### src/sscs_pkg.sv
// Shared constants, types and register map of the conversion and span control block.
// Assumes a single 50 MHz clock domain; the analog comparator and search DAC sit outside.
package sscs_pkg;

  // ----------------------------------------
  // Widths and timing
  // ----------------------------------------
  localparam int RES_BITS = 18;
  localparam int CH_BITS = 3;
  localparam int SPAN_BITS = 3;
  localparam int SEQ_DEPTH = 8;
  localparam int SEQ_PTR_BITS = 3;
  localparam int ADDR_BITS = 4;
  localparam int DATA_BITS = 32;
  localparam int CLK_PERIOD_NS = 20;
  localparam int HOLD_SETTLE_NS = 60;
  localparam int DAC_SETTLE_NS = 40;
  // Least times round up to whole cycles
  localparam int HOLD_CYCLES = (HOLD_SETTLE_NS + CLK_PERIOD_NS - 1) / CLK_PERIOD_NS;
  localparam int DAC_CYCLES = (DAC_SETTLE_NS + CLK_PERIOD_NS - 1) / CLK_PERIOD_NS;
  localparam int WAIT_BITS = 4;

  // ----------------------------------------
  // Register map (word indices)
  // ----------------------------------------
  localparam logic [ADDR_BITS-1:0] ADDR_CTRL = 4'h0;
  localparam logic [ADDR_BITS-1:0] ADDR_STATUS = 4'h1;
  localparam logic [ADDR_BITS-1:0] ADDR_RESULT = 4'h2;
  localparam logic [ADDR_BITS-1:0] ADDR_SEQ_BASE = 4'h8;

  // Control fields
  localparam int CTRL_SEQ_EN_BIT = 0;
  localparam int CTRL_SEQ_LAST_LSB = 4;
  localparam int CTRL_CH_LSB = 8;
  localparam int CTRL_SPAN_LSB = 12;
  localparam logic [DATA_BITS-1:0] CTRL_RESET = 32'h0000_0000;
  // Sequencer entry fields
  localparam int SEQ_CH_LSB = 0;
  localparam int SEQ_SPAN_LSB = 4;
  // Status fields
  localparam int ST_BUSY_BIT = 0;
  localparam int ST_LVDS_BIT = 1;
  localparam int ST_NAP_BIT = 2;
  localparam int ST_PD_BIT = 3;
  localparam int ST_PTR_LSB = 4;
  localparam int ST_NEW_BIT = 8;
  // Result fields
  localparam int RES_CH_LSB = 20;
  localparam int RES_SPAN_LSB = 24;
  localparam int RES_BIP_BIT = 28;

  // Bit of the span code that marks a bipolar span
  localparam int SPAN_BIPOLAR_BIT = 1;

  // Pin indices in the synchroniser bank
  localparam int PIN_CNV = 0;
  localparam int PIN_LVDS = 1;
  localparam int PIN_NAP = 2;
  localparam int PIN_PD = 3;
  localparam int PIN_COUNT = 4;

  // ----------------------------------------
  // Types
  // ----------------------------------------
  typedef enum logic [4:0] {
    ST_TRACK = 5'b00001,
    ST_HOLD = 5'b00010,
    ST_TRIAL = 5'b00100,
    ST_DECIDE = 5'b01000,
    ST_DONE = 5'b10000
  } sscs_state_e;

  typedef struct packed {
    logic [CH_BITS-1:0] channel;
    logic [SPAN_BITS-1:0] span;
  } sscs_conv_s;

  typedef struct packed {
    logic [RES_BITS-1:0] code;
    logic [CH_BITS-1:0] channel;
    logic [SPAN_BITS-1:0] span;
    logic bipolar;
  } sscs_result_s;

endpackage

### src/sscs_span_control.sv
// Conversion control, successive-approximation search and result coding for an
// eight-channel converter. Pins come from outside the clock domain; the comparator
// answer is expected to be valid DAC settle time after the search DAC word changes.
//
// Our own choices: strobed register access and the register offsets.
`timescale 1ns/1ps
`default_nettype none

module sscs_span_control
  import sscs_pkg::*;
#(
  parameter int SETTLE_CYCLES = DAC_CYCLES,
  parameter int HOLD_WAIT = HOLD_CYCLES
)
(
  input wire logic ref_clk,
  input wire logic reset,
  input wire logic clkEn,
  input wire logic convStartPin,
  input wire logic lvdsSelPin,
  input wire logic napPin,
  input wire logic powerDownPin,
  input wire logic compAbove,
  input wire logic [ADDR_BITS-1:0] regAddr,
  input wire logic [DATA_BITS-1:0] regWrData,
  input wire logic regWr,
  input wire logic regRd,
  output logic [DATA_BITS-1:0] regRdData,
  output logic holdSample,
  output logic [RES_BITS-1:0] searchDac,
  output logic [CH_BITS-1:0] muxChannel,
  output logic [SPAN_BITS-1:0] muxSpan,
  output logic analogOn,
  output logic napActive,
  output logic linkLvds,
  output logic busy,
  output logic resultValid,
  output sscs_result_s result
);

  // ----------------------------------------
  // Functions
  // ----------------------------------------

  // Span polarity decode
  // bipolar span codes
  function automatic logic spanIsBipolar(input logic [SPAN_BITS-1:0] span);
    spanIsBipolar = span[SPAN_BIPOLAR_BIT];
  endfunction

  // Word address match
  function automatic logic addrHit(input logic [ADDR_BITS-1:0] a, input logic [ADDR_BITS-1:0] b);
    addrHit = (a == b);
  endfunction

  // ----------------------------------------
  // Pin synchronisers
  // ----------------------------------------
  logic [PIN_COUNT-1:0] pinRaw;
  logic [PIN_COUNT-1:0] syncA_q;
  logic [PIN_COUNT-1:0] syncB_q;
  logic [PIN_COUNT-1:0] syncC_q;
  logic [PIN_COUNT-1:0] pinLevel_q;
  logic [PIN_COUNT-1:0] pinLevel_d;

  assign pinRaw[PIN_CNV] = convStartPin;
  assign pinRaw[PIN_LVDS] = lvdsSelPin;
  assign pinRaw[PIN_NAP] = napPin;
  assign pinRaw[PIN_PD] = powerDownPin;

  // Level changes only once the second and third stages agree
  genvar gp;
  generate
    for (gp = 0; gp < PIN_COUNT; gp++)
    begin : g_pin
      assign pinLevel_d[gp] = (syncB_q[gp] == syncC_q[gp]) ? syncC_q[gp] : pinLevel_q[gp];
    end
  endgenerate

  // Three-stage capture of the pins
  always_ff @(posedge ref_clk)
  begin
    if (reset)
    begin
      syncA_q <= '0;
      syncB_q <= '0;
      syncC_q <= '0;
      pinLevel_q <= '0;
    end
    else if (clkEn)
    begin
      syncA_q <= pinRaw;
      syncB_q <= syncA_q;
      syncC_q <= syncB_q;
      pinLevel_q <= pinLevel_d;
    end
  end

  // ----------------------------------------
  // Registers and sequencer table
  // ----------------------------------------
  logic [DATA_BITS-1:0] ctrl_q;
  logic [DATA_BITS-1:0] ctrl_d;
  logic [SPAN_BITS+CH_BITS+1:0] seqTable_q [SEQ_DEPTH];
  logic [SEQ_PTR_BITS-1:0] seqPtr_q;
  logic [SEQ_PTR_BITS-1:0] seqPtr_d;
  logic resultNew_q;
  logic resultNew_d;
  logic [DATA_BITS-1:0] rdData_d;
  logic [DATA_BITS-1:0] statusWord;
  logic [DATA_BITS-1:0] resultWord;
  logic [DATA_BITS-1:0] seqWord;
  logic wrCtrl;
  logic seqSel;
  logic wrSeq;
  logic rdResult;
  logic seqEnable;
  logic [SEQ_PTR_BITS-1:0] seqLast;
  logic [SEQ_PTR_BITS-1:0] seqIdx;

  assign wrCtrl = regWr && addrHit(regAddr, ADDR_CTRL);
  assign seqSel = regAddr[ADDR_BITS-1] == ADDR_SEQ_BASE[ADDR_BITS-1];
  assign seqIdx = regAddr[SEQ_PTR_BITS-1:0];
  assign wrSeq = regWr && seqSel;
  assign rdResult = regRd && addrHit(regAddr, ADDR_RESULT);
  assign ctrl_d = wrCtrl ? regWrData : ctrl_q;
  assign seqEnable = ctrl_q[CTRL_SEQ_EN_BIT];
  assign seqLast = ctrl_q[CTRL_SEQ_LAST_LSB +: SEQ_PTR_BITS];

  // ----------------------------------------
  // Conversion sequencer state
  // ----------------------------------------
  sscs_state_e state_q;
  sscs_state_e state_d;
  logic [WAIT_BITS-1:0] wait_q;
  logic [WAIT_BITS-1:0] wait_d;
  logic [RES_BITS-1:0] sar_q;
  logic [RES_BITS-1:0] sar_d;
  logic [RES_BITS-1:0] trialBit_q;
  logic [RES_BITS-1:0] trialBit_d;
  sscs_conv_s conv_q;
  sscs_conv_s conv_d;
  sscs_conv_s nextConv;
  sscs_result_s result_d;
  logic cnvLevelDly_q;
  logic startEdge;
  logic startTaken;
  logic waitDone;
  logic lastBit;
  logic powerDown;
  logic [SEQ_PTR_BITS+CH_BITS+1:0] seqEntry;

  assign powerDown = pinLevel_q[PIN_PD];
  assign startEdge = pinLevel_q[PIN_CNV] && !cnvLevelDly_q;
  // Starts are ignored while powered down or already converting
  assign startTaken = startEdge && !powerDown && (state_q == ST_TRACK);
  assign waitDone = (wait_q == '0);
  assign lastBit = trialBit_q[0];

  // Channel and span for the conversion about to start
  // span chosen per conversion
  assign seqEntry = seqTable_q[seqPtr_q];
  assign nextConv.channel = seqEnable ? seqEntry[SEQ_CH_LSB +: CH_BITS] : ctrl_q[CTRL_CH_LSB +: CH_BITS];
  assign nextConv.span = seqEnable ? seqEntry[SEQ_SPAN_LSB +: SPAN_BITS] : ctrl_q[CTRL_SPAN_LSB +: SPAN_BITS];

  // step pointer each conversion, wrap after last entry
  assign seqPtr_d = !seqEnable ? '0 :
                    !startTaken ? seqPtr_q :
                    (seqPtr_q >= seqLast) ? '0 : seqPtr_q + 1'b1;

  // Next-state logic of the conversion engine
  always_comb
  begin
    state_d = state_q;
    wait_d = waitDone ? wait_q : wait_q - 1'b1;
    sar_d = sar_q;
    trialBit_d = trialBit_q;
    conv_d = conv_q;
    unique case (state_q)
      ST_TRACK:
      begin
        if (startTaken)
        begin
          state_d = ST_HOLD;
          conv_d = nextConv;
          sar_d = '0;
          trialBit_d = '0;
          wait_d = WAIT_BITS'(HOLD_WAIT);
        end
      end
      ST_HOLD:
      begin
        if (waitDone)
        begin
          state_d = ST_TRIAL;
          trialBit_d = {1'b1, {(RES_BITS-1){1'b0}}};
          sar_d = {1'b1, {(RES_BITS-1){1'b0}}};
          wait_d = WAIT_BITS'(SETTLE_CYCLES);
        end
      end
      ST_TRIAL:
      begin
        if (waitDone)
        begin
          state_d = ST_DECIDE;
        end
      end
      ST_DECIDE:
      begin
        // keep or drop the trial bit, then halve the weight
        sar_d = compAbove ? sar_q : (sar_q & ~trialBit_q);
        if (lastBit)
        begin
          state_d = ST_DONE;
        end
        else
        begin
          trialBit_d = trialBit_q >> 1;
          sar_d = (compAbove ? sar_q : (sar_q & ~trialBit_q)) | (trialBit_q >> 1);
          wait_d = WAIT_BITS'(SETTLE_CYCLES);
          state_d = ST_TRIAL;
        end
      end
      ST_DONE:
      begin
        // back to tracking for the next sample
        state_d = ST_TRACK;
      end
      default:
      begin
        state_d = ST_TRACK;
      end
    endcase
  end

  // Result coding: the search gives offset binary
  // 18-bit result code
  // bipolar flips MSB to two's complement
  assign result_d.code = spanIsBipolar(conv_q.span) ? (sar_q ^ {1'b1, {(RES_BITS-1){1'b0}}}) : sar_q;
  assign result_d.channel = conv_q.channel;
  assign result_d.span = conv_q.span;
  assign result_d.bipolar = spanIsBipolar(conv_q.span);

  // New-result flag: a finishing conversion wins over a clearing read
  assign resultNew_d = (state_q == ST_DONE) ? 1'b1 : (rdResult ? 1'b0 : resultNew_q);

  // ----------------------------------------
  // Read data decode
  // ----------------------------------------
  assign statusWord = {{(DATA_BITS-ST_NEW_BIT-1){1'b0}}, resultNew_q,
                       {(ST_NEW_BIT-ST_PTR_LSB-SEQ_PTR_BITS){1'b0}}, seqPtr_q,
                       powerDown, pinLevel_q[PIN_NAP], pinLevel_q[PIN_LVDS], busy};
  assign resultWord = {{(DATA_BITS-RES_BIP_BIT-1){1'b0}}, result.bipolar,
                       1'b0, result.span, 1'b0, result.channel,
                       {(RES_CH_LSB-RES_BITS){1'b0}}, result.code};
  assign seqWord = DATA_BITS'(seqTable_q[seqIdx]);
  assign rdData_d = !regRd ? '0 :
                    addrHit(regAddr, ADDR_CTRL) ? ctrl_q :
                    addrHit(regAddr, ADDR_STATUS) ? statusWord :
                    addrHit(regAddr, ADDR_RESULT) ? resultWord :
                    seqSel ? seqWord : '0;

  // ----------------------------------------
  // State registers
  // ----------------------------------------

  // Engine and control registers
  always_ff @(posedge ref_clk)
  begin
    if (reset)
    begin
      state_q <= ST_TRACK;
      wait_q <= '0;
      sar_q <= '0;
      trialBit_q <= '0;
      conv_q <= '0;
      cnvLevelDly_q <= 1'b0;
      ctrl_q <= CTRL_RESET;
      seqPtr_q <= '0;
      resultNew_q <= 1'b0;
      regRdData <= '0;
    end
    else if (clkEn)
    begin
      state_q <= state_d;
      wait_q <= wait_d;
      sar_q <= sar_d;
      trialBit_q <= trialBit_d;
      conv_q <= conv_d;
      cnvLevelDly_q <= pinLevel_q[PIN_CNV];
      ctrl_q <= ctrl_d;
      seqPtr_q <= seqPtr_d;
      resultNew_q <= resultNew_d;
      regRdData <= rdData_d;
    end
  end

  // Sequencer table, cleared at reset
  always_ff @(posedge ref_clk)
  begin
    if (reset)
    begin
      for (int i = 0; i < SEQ_DEPTH; i++)
      begin
        seqTable_q[i] <= '0;
      end
    end
    else if (clkEn && wrSeq)
    begin
      seqTable_q[seqIdx] <= {1'b0, regWrData[SEQ_SPAN_LSB +: SPAN_BITS], 1'b0, regWrData[SEQ_CH_LSB +: CH_BITS]};
    end
  end

  // Output path registers
  // result latched when the search ends
  always_ff @(posedge ref_clk)
  begin
    if (reset)
    begin
      result <= '0;
      resultValid <= 1'b0;
      searchDac <= '0;
      muxChannel <= '0;
      muxSpan <= '0;
    end
    else if (clkEn)
    begin
      resultValid <= (state_q == ST_DONE);
      searchDac <= sar_d;
      muxChannel <= conv_d.channel;
      muxSpan <= conv_d.span;
      if (state_q == ST_DONE)
      begin
        result <= result_d;
      end
    end
  end

  // ----------------------------------------
  // Status outputs
  // ----------------------------------------
  // hold while converting
  assign holdSample = (state_q != ST_TRACK);
  assign busy = (state_q != ST_TRACK);
  // link mode follows static select pin
  assign linkLvds = pinLevel_q[PIN_LVDS];
  assign analogOn = !powerDown;
  assign napActive = pinLevel_q[PIN_NAP] && !busy && !powerDown;

endmodule

`default_nettype wire

### config.mk
export PLATFORM = sky130hd
export DESIGN_NAME = sscs_span_control
export DESIGN_NICKNAME = d
export VERILOG_FILES = /design/src/sscs_pkg.sv /design/src/sscs_span_control.sv
export SDC_FILE = /design/constraint.sdc
export NUM_CORES = 1
export LEC_CHECK = 0
export BUFFER_PORTS_ARGS = -buffer_cell sky130_fd_sc_hd__clkbuf_2
export CAP_MARGIN = 10
export CORE_MARGIN = 5
export CORE_UTILIZATION = 55
export CTS_BUF_LIST = sky130_fd_sc_hd__clkbuf_8
export CTS_CLUSTER_SIZE = 16
export DETAILED_ROUTE_END_ITERATION = 10
export GPL_TIMING_DRIVEN = 1
export PLACE_DENSITY_LB_ADDON = 0.25
export SLEW_MARGIN = 30
export SYNTH_ARGS = -nofsm -noshare
export SYNTH_HDL_FRONTEND = slang
export SYNTH_SLANG_ARGS = --single-unit
### constraint.sdc
create_clock -name ref_clk -period 4.6 [get_ports ref_clk]
set_input_delay 0.46 -clock ref_clk [delete_from_list [all_inputs] [get_ports ref_clk]]
set_output_delay 0.46 -clock ref_clk [all_outputs]
set_load 0.005 [all_outputs]
==> out/qor.yml, run 1 <==
status:
  outcome: "finished clean"
layout:
  final_cell_mix: "164 x dfxtp_1, 147 x nand2_1, 131 x clkbuf_2"
  final_common_cell: "dfxtp_1"
  nFillCells: 1403
  nets: 1079
  final_core_util_pct: 63.6
  regArea_um2: 4720
  fin_cells: 1271
  area_delta_synth_final_pct: 13.5
  drive_above_1_share_pct: 22.7
  n_antenna_cell: 0
  multi_input_area_um2: 4040
clock_tree:
  clock_latency_ns: 0.51
  htree_levels: 2
  post_cts_buffers: 0
  cts_root_buf: "clkbuf_8"
  cts.reportedPaths.clkPinSlew_ns: 0.06
  cts.path.max_buffers: 3
  cts_sinks: 212
  post_cts_resized: 0
  cts_inserted_buffers: 36
  cts_tree: "done"
  postCtsHoldBufs: 0
setup_path:
  path_max_fanout: 13
  path_buf_inv: 1
  end_kind: "primary output"
  slowest_delay_ns: 0.57
  critPathArrivalTime_ns: 2.28
  crit_cells: 4
  crit_path_cell_trace: "nor4b_2 -> nand2_1 -> nor3b_1 -> clkbuf_2"
  crit_type: "register to primary output"
  worstPathRequired_ns: 4.14
  cp_top_family: "simple AND/OR/NAND/NOR gates"
  worst_setup_path_start_kind: "register"
  cp_slowest_cell: "dfxtp_1"
  r2r_cells: 7
timing:
  setup_tns_ns: 0
  max_freq_ghz: 0.365
  finClkSkew_ns: 0.0114
  worst_pin_slew_ns: 0.929
  min_period_over_period_pct: 59.6
  rsz0062_at_grt: "no"
  min_period_ns: 2.74
  slew_viol_final: 0
  final_hold_viol_count: 0
  relSlewSlack_pct: 37.6
  setup_viol: 0
logic_synthesis:
  ys_seq_elements: 212
  yosysWarnings: 0
  syn_area_per_cell_um2: 9.93
  syn_nets: 988
  yosysSeqAreaShare_pct: 50.8
  async_flop_share_pct: 0
  syn_inst: 936
  synth.distinct_cells: 60
  synth_edf_count: 48
  synth_top_flop_cell: "dfxtp_1"
  syn-cell-area_um2: 9290
placed_design:
  gp_congestion: 0.931
  numPlacedInstances: 1208
  dp_hpwl_um: 16900
  port_buffers: 132
grt:
  antenna_found_initial: 0
  grt_max_degree: 75
  overflow: 0
  grtUsageTotal_pct: 24.3
  grt_first_pass_wirelength_um: 38500
  grt_pass1_vias: 7059
detailed_routing:
  route.detailed.drc: 0
  drt-pass1-iter-count: 5
  met1_length_um: 10300
  top_layer_used: "met4"
  wl_per_cell_um: 19.1
  drtIter0Drc: 715
  wl_met2_um: 11200
  wl_met3_um: 2130
  via_per_inst: 5.89
  vias: 7486
  ant_nets: 0
  routed_wl_um: 24300
power_and_ir_drop:
  clkPwrFrac_pct: 42.6
  switching_power_uw: 884
  power.density_nw_per_um2: 360
  peakVddDrop_v: 0.000221
  p_leak_uw: 0.00399
  swShare_pct: 23.2
  pwr-share-comb_pct: 5.7
  p_int_uw: 2920
  seqPwrFrac_pct: 51.7
min_path:
  whs_path_depth: 3
  hold_path_class: "primary input to register"
flow_run:
  drv_cap: 0
floorplan:
  rows: 47
  io_pins: 133
  dieHeight_um: 140
  core_um2: 16600
  initial_core_util_pct: 56.0
  die-width_um: 140
  dieArea_um2: 19600
==> worst reg2reg max path: cells and delay by family, from the launching register on <==
kind | cells | cell delay [ns]
AOI/OAI and AO/OA | 2 | 0.55
buffers and inverters | 1 | 0.08
adders and majority gates | 1 | 0.21
and+or+nand+nor | 3 | 1.34
DFF | 1 | 0.33
==> Yosys cell counts (17+ instances only) <==
cell,count,area (µm²)
dfxtp_1,164,3280
nand2_1,147,552
a21oi_1,90,450
nor2_1,80,300
and2_1,51,319
edfxtp_1,48,1440
clkbuf_1,38,143
buf_4,25,188
mux4_2,24,541
mux2i_1,23,230
a22o_1,19,166
a222oi_1,17,170
a32o_1,17,170
buf_2,17,85.1
==> stage by stage <==
step | area (µm²) | worst slack [ns] | hold WS (ns) | power (µW)
CTS | 10500 | 1.85 | 0.143 | 3830
global route | 10500 | 1.69 | 0.168 | 3940
global placement | 9830 | 1.63 | 0.442 | 2210
finish | 10500 | 1.86 | 0.169 | 3800
detailed placement | 9830 | 1.60 | 0.447 | 2220
floorplan | 9290 | 2.53 | 0.433 | 2140
==> flip-flops by register name, summed over array words and instances, names as in the netlist, 5 cells and up, named ones only <==
name,cells
regRdData,32
searchDac,18
trialBit_q,18
seqTable_q,48
result,24
ctrl_q,32
state_q,5
==> logic make-up (layout without fill, tap and decap cells) <==
logic type	count (synthesis)	count (layout)	synth area share, %
adder cells (fa/ha/maj)	6	6	0.808
multiplexers	47	47	8.29
AO/OA/AOI/OAI	210	210	15.5
flip-flops	212	212	50.8
buffers and inverters	105	220	5.80
XOR/XNOR	4	4	0.377
AND/OR/NAND/NOR	352	352	18.4
==> metal layers <==
metal	vias to the layer above	global-route usage, %
met1	3573	34.1
met3	57	4.91
met5	-	0
met2	341	37.5
met4	0	9.18
li1	3515	-
==> power by group through the flow <==
stage | Sequential [µW] | Clock, µW | Combinational [µW]
floorplan | 1990 | 0 | 149
global placement | 2000 | 0 | 213
detailed placement | 2000 | 0 | 216
CTS | 1960 | 1640 | 217
global route | 1970 | 1740 | 240
finish | 1960 | 1620 | 219
==> path summary, 6_finish.rpt <==
path / start / end / slack [ns]
setup / recovery: state_q[0] / napActive / 1.86
setup reg to reg: wait_q[0] / searchDac[4] / 1.97
hold reg to reg: ctrl_q[22] / ctrl_q[22] / 0.45
hold / removal: regWrData[19] / ctrl_q[19] / 0.17
==> final cells by class <==
class / count / share of cell area, %
clock inverter: 16 / 0.605
tap: 220 / 2.61
clock buffer: 46 / 6.00
timing repair buffer: 142 / 7.12
inverter: 16 / 0.569
sequential: 212 / 44.8
multi-input combinational: 619 / 38.3
No activity file was read; power rests on OpenSTA's default activity.
==> run 2, diff against run 1 <==
==> constraint.sdc (replaced) <==
create_clock -name ref_clk -period 2.55 [get_ports ref_clk]
set_input_delay 0.255 -clock ref_clk [delete_from_list [all_inputs] [get_ports ref_clk]]
set_output_delay 0.255 -clock ref_clk [all_outputs]
set_load 0.005 [all_outputs]
==> out/qor.yml, run 2 (same netlist as run 1, synthesis figures left out) <==
grt:
  grt_first_pass_wirelength_um: 40000  # +3.7%
  overflow: 0  # unchanged
  antenna_found_initial: 0  # unchanged
  grt_max_degree: 141  # +88%
  grt_pass1_vias: 7259  # +2.8%
  grtUsageTotal_pct: 25.4  # +1.1 points
timing:
  relSlewSlack_pct: 54.6  # +17 points
  finClkSkew_ns: 0.0207  # +0.00924 ns
  worst_pin_slew_ns: 0.680  # -0.248 ns
  slew_viol_final: 0  # unchanged
  setup_viol: 0  # unchanged
  final_hold_viol_count: 0  # unchanged
  rsz0062_at_grt: "no"
  min_period_ns: 2.36
  setup_tns_ns: 0  # unchanged
  max_freq_ghz: 0.423
  min_period_over_period_pct: 92.7
detailed_routing:
  drt-pass1-iter-count: 5  # unchanged
  ant_nets: 0  # unchanged
  vias: 7639  # +2.0%
  drtIter0Drc: 731  # +2.2%
  wl_per_cell_um: 19.3  # +0.74%
  via_per_inst: 5.78  # -1.9%
  route.detailed.drc: 0  # unchanged
  routed_wl_um: 25500  # +4.8%
layout:
  n_antenna_cell: 0  # unchanged
  area_delta_synth_final_pct: 19.4
  final_cell_mix: "164 x dfxtp_1, 147 x nand2_1, 131 x clkbuf_2"
  nets: 1130  # +4.7%
  fin_cells: 1322  # +4.0%
  final_common_cell: "dfxtp_1"
  final_core_util_pct: 66.9  # +3.3 points
  nFillCells: 1378  # -1.8%
  top_register: "seqTable_q"
  largest_reg_flops: 48  # unchanged
  drive_above_1_share_pct: 23.7  # +0.94 points
  reg_top3: "seqTable_q (48), ctrl_q (32), regRdData (32)"
placed_design:
  port_buffers: 132  # unchanged
  numPlacedInstances: 1230  # +1.8%
  dp_hpwl_um: 17600  # +4.3%
  gp_congestion: 0.896  # -3.7%
setup_path:
  crit_path_cell_trace: "buf_4 -> nor4b_4 -> nand2_1 -> nor3b_1 -> clkbuf_2"
  slowest_delay_ns: 0.43  # -0.14 ns
  cp_slowest_cell: "dfxtp_1"
  worst_setup_path_start_kind: "register"
  crit_type: "register to primary output"
  end_kind: "primary output"
  worstPathRequired_ns: 2.30  # -1.84 ns
  path_max_fanout: 11  # -2
  critPathArrivalTime_ns: 2.11  # -0.17 ns
floorplan:
  dieHeight_um: 140  # unchanged
  dieArea_um2: 19600  # unchanged
  core_um2: 16600  # unchanged
  die-width_um: 140  # unchanged
  initial_core_util_pct: 56.0  # unchanged
  rows: 47  # unchanged
  io_pins: 133  # unchanged
clock_tree:
  cts_inserted_buffers: 36  # unchanged
  cts_sinks: 212  # unchanged
  cts_root_buf: "clkbuf_8"
  cts.reportedPaths.clkPinSlew_ns: 0.06  # about the same
  cts.path.max_buffers: 3  # unchanged
  cts_tree: "done"
  htree_levels: 2  # unchanged
  clock_latency_ns: 0.51  # about the same
  post_cts_buffers: 0  # unchanged
power_and_ir_drop:
  peakVddDrop_v: 0.000560  # +150%
  power.density_nw_per_um2: 627  # +74%
  p_total_uw: 6960  # +83%
  p_leak_uw: 0.00427  # +7.2%
status:
  outcome: "finished clean"
flow_run:
  drv_cap: 0  # unchanged
min_path:
  hold_path_class: "primary input to register"
[run 2: report_power, final]
part / switching [µW] / leakage, µW / internal [µW]
sequential: 46.3 / 0.00178 / 3500
clock: 1310 / 0.000414 / 1660
combinational: 254 / 0.00208 / 195
[run 2: metal layers]
layer  part of all wire [%]  GRT usage [%]
met2                     46           40.1
met4                    2.2           7.45
met1                     44           35.7
met5                      0              0
met3                    8.0           5.18
[run 2: worst paths after layout]
check	from	endpoint	slack (ns)	cells after the start
worst max-delay path	state_q[3]	napActive	0.19	5
worst min-delay path	regWrData[5]	ctrl_q[5]	0.10	3
worst max register to register	state_q[0]	searchDac[14]	0.28	5
worst min register to register	ctrl_q[29]	ctrl_q[29]	0.45	2
[run 2: worst max-delay path: cells and delay by family (launching register included)]
| kind | cells | cell delay [ns] |
|---|---|---|
| AND/OR/NAND/NOR | 3 | 0.80 |
| buffers and inverters | 2 | 0.37 |
| flip-flops | 1 | 0.43 |
[run 2: layout make-up]
class	count	area (µm²)	area share, %
well taps	220	275	2.48
clock buffers	44	606	5.46
inverters	16	60.1	0.541
flip-flops and latches	212	4720	42.6
clock inverters	18	100	0.902
repair buffers	193	1280	11.6
multi-input cells	619	4050	36.5
[run 2: stage by stage]
step	cell area, µm²	setup WS (ns)	hold slack [ns]
2_1_floorplan	9290	0.483	0.391
3_3_place_gp	10100	0.338	0.442
3_5_place_dp	10100	0.305	0.446
4_1_cts	11100	0.121	0.0794
5_1_grt	11100	0.0187	0.104
6_report	11100	0.187	0.101
[run 2: timing repair]
item                       CTS  global route
gates resized for setup      1             0
hold endpoints to repair    30             0
setup endpoints to repair    1             0
hold buffers                30             0
==> run 3, diff against run 2 <==
--- a/config.mk
+++ b/config.mk
@@ -8,7 +8,7 @@
 export BUFFER_PORTS_ARGS = -buffer_cell sky130_fd_sc_hd__clkbuf_2
 export CAP_MARGIN = 10
 export CORE_MARGIN = 5
-export CORE_UTILIZATION = 55
+export CORE_UTILIZATION = 25
 export CTS_BUF_LIST = sky130_fd_sc_hd__clkbuf_8
 export CTS_CLUSTER_SIZE = 16
 export DETAILED_ROUTE_END_ITERATION = 10
==> out/qor.yml, run 3 (same netlist as run 1, synthesis figures left out) <==
status:
  outcome: "finished clean"
clock_tree:
  cts_inserted_buffers: 39  # +8.3%
  post_cts_buffers: 0  # unchanged
  cts_sinks: 212  # unchanged
  clock_latency_ns: 0.54  # +0.03 ns
  cts.reportedPaths.clkPinSlew_ns: 0.06  # about the same
  cts.path.max_buffers: 3  # unchanged
  htree_levels: 2  # unchanged
  cts_tree: "done"
  cts_root_buf: "clkbuf_8"
timing:
  fin_ws_ns: 0.213  # +0.0257 ns
  min_period_over_period_pct: 91.7  # -1.0 points
  slew_viol_final: 0  # unchanged
  rsz0062_at_grt: "no"
  finClkSkew_ns: 0.0137  # -0.00700 ns
  max_freq_ghz: 0.428  # +1.1%
  relSlewSlack_pct: 53.7  # -0.95 points
  setup_viol: 0  # unchanged
  final_hold_viol_count: 0  # unchanged
  min_period_ns: 2.34  # -0.0257 ns
  setup_tns_ns: 0  # unchanged
  worst_pin_slew_ns: 0.684  # +0.00348 ns
power_and_ir_drop:
  p_int_uw: 5400  # +1.0%
  pwr-share-comb_pct: 6.4  # about the same
  switching_power_uw: 1730  # +7.5%
  seqPwrFrac_pct: 49.7  # -1.2 points
  swShare_pct: 24.3  # +1.1 points
  p_leak_uw: 0.00431  # +0.76%
  clkPwrFrac_pct: 43.9  # +1.3 points
  peakVddDrop_v: 0.000329  # -41%
  power.density_nw_per_um2: 624  # -0.46%
setup_path:
  worst_setup_path_start_kind: "register"
  slowest_delay_ns: 0.49  # +0.06 ns
  worstPathRequired_ns: 2.30  # about the same
  crit_type: "register to primary output"
  path_buf_inv: 1  # -1
  critPathArrivalTime_ns: 2.08  # -0.03 ns
  cp_top_family: "simple AND/OR/NAND/NOR gates"
  end_kind: "primary output"
  crit_path_cell_trace: "nor4b_4 -> nand2_2 -> nor3b_2 -> clkbuf_2"
  path_max_fanout: 17  # +6
  cp_slowest_cell: "dfxtp_1"
layout:
  n_antenna_cell: 0  # unchanged
  final_common_cell: "dfxtp_1"
  nets: 1136  # +0.53%
  reg_top3: "seqTable_q (48), ctrl_q (32), regRdData (32)"
  final_cell_area_um2: 11400  # +3.0%
  largest_reg_flops: 48  # unchanged
  final_core_util_pct: 31.1  # -36 points
  final_cell_mix: "163 x dfxtp_1, 146 x nand2_1, 131 x clkbuf_2"
  drive_above_1_share_pct: 24.1  # +0.44 points
  top_register: "seqTable_q"
  area_delta_synth_final_pct: 23.0
grt:
  grt_util_met1_pct: 18.6  # -17 points
  met2_usage_pct: 21.0  # -19 points
  grt_pass1_vias: 7492  # +3.2%
  grtUsageTotal_pct: 13.6  # -12 points
  overflow: 0  # unchanged
  grtUsageMet3_pct: 3.66  # -1.5 points
  grt_first_pass_wirelength_um: 44400  # +11%
  grt_max_degree: 141  # unchanged
  grt-busiest-layer: "met2"
  antenna_found_initial: 0  # unchanged
min_path:
  hold_path_class: "primary input to register"
detailed_routing:
  routed_wl_um: 28700  # +13%
  vias: 7555  # -1.1%
  route.detailed.drc: 0  # unchanged
  drtIter0Drc: 461  # -37%
  wl_per_cell_um: 18.1  # -5.8%
  drt-pass1-iter-count: 6  # +1
  via_per_inst: 4.78  # -17%
  ant_nets: 0  # unchanged
floorplan:
  dieArea_um2: 41100  # +110%
  dieHeight_um: 203  # +45%
  rows: 70  # +49%
  initial_core_util_pct: 25.3  # -31 points
  io_pins: 133  # unchanged
  core_um2: 36700  # +120%
  die-width_um: 203  # +45%
placed_design:
  pre_cts_slack_ns: 0.316  # +0.0107 ns
  dp_hpwl_um: 20400  # +16%
  gp_congestion: 0.819  # -8.6%
  placed_area_um2: 10400  # +2.8%
  port_buffers: 132  # unchanged
flow_run:
  drv_cap: 0  # unchanged
run 3: changes by cell type in the layout (fill, tap and decap cells not counted), sizes merged:
cell and delta:
clkinv -1, buf +3, inv +6, clkbuf +1
run 3: path summary, 6_finish.rpt:
check	cells after the start	from	slack [ns]	end
worst max-delay path	4	state_q[3]	0.21	napActive
worst min-delay path	3	regWrData[5]	0.07	ctrl_q[5]
worst max register to register	5	state_q[3]	0.29	trialBit_q[4]
worst min register to register	2	ctrl_q[28]	0.45	ctrl_q[28]
run 3: cell type report:
cell class / count / area [µm²]
Clock buffer: 45 / 619
Clock inverter: 23 / 126
Fill cell: 3822 / 25300
Inverter: 16 / 60.1
Multi-Input combinational cell: 619 / 4060
Sequential cell: 212 / 4730
Tap cell: 468 / 586
Timing Repair Buffer: 196 / 1260
run 3: power groups by stage:
stage | sequential (µW) | clock [µW] | combinational (µW)
final | 3540 | 3130 | 457
after global routing | 3550 | 3440 | 501
after CTS | 3540 | 3270 | 462
after detailed placement | 3610 | 0 | 422
after global placement | 3610 | 0 | 422
after floorplan | 3590 | 0 | 270
run 3: timing repair:
| item | in CTS | in global routing |
|---|---|---|
| setup endpoints to repair | 1 | 1 |
| resized for setup | 3 | 1 |
| hold buffers | 30 | 0 |
| hold endpoints to repair | 30 | 0 |
run 3: worst reg2reg max path: stages, from the launching register on:
cell,delay (ns)
dfxtp_1,0.70
or3b_1,0.40
a211o_1,0.34
a211oi_2,0.36
nor2_4,0.16
a22o_1,0.20
run 3: routing by layer:
layer | up-vias | share of wire, %
met2 | 263 | 44
li1 | 3637 | -
met4 | 0 | 2.4
met5 | - | 0
met3 | 45 | 7.7
met1 | 3610 | 46
run 3: stage by stage:
step | hold WS (ns) | total power (µW) | cells
finish | 0.0692 | 7140 | 1579
detailed placement | 0.445 | 4040 | 1481
floorplan | 0.391 | 3860 | 936
global placement | 0.442 | 4030 | 1481
CTS | 0.00948 | 7270 | 1579
global route | 0.0568 | 7480 | 1579
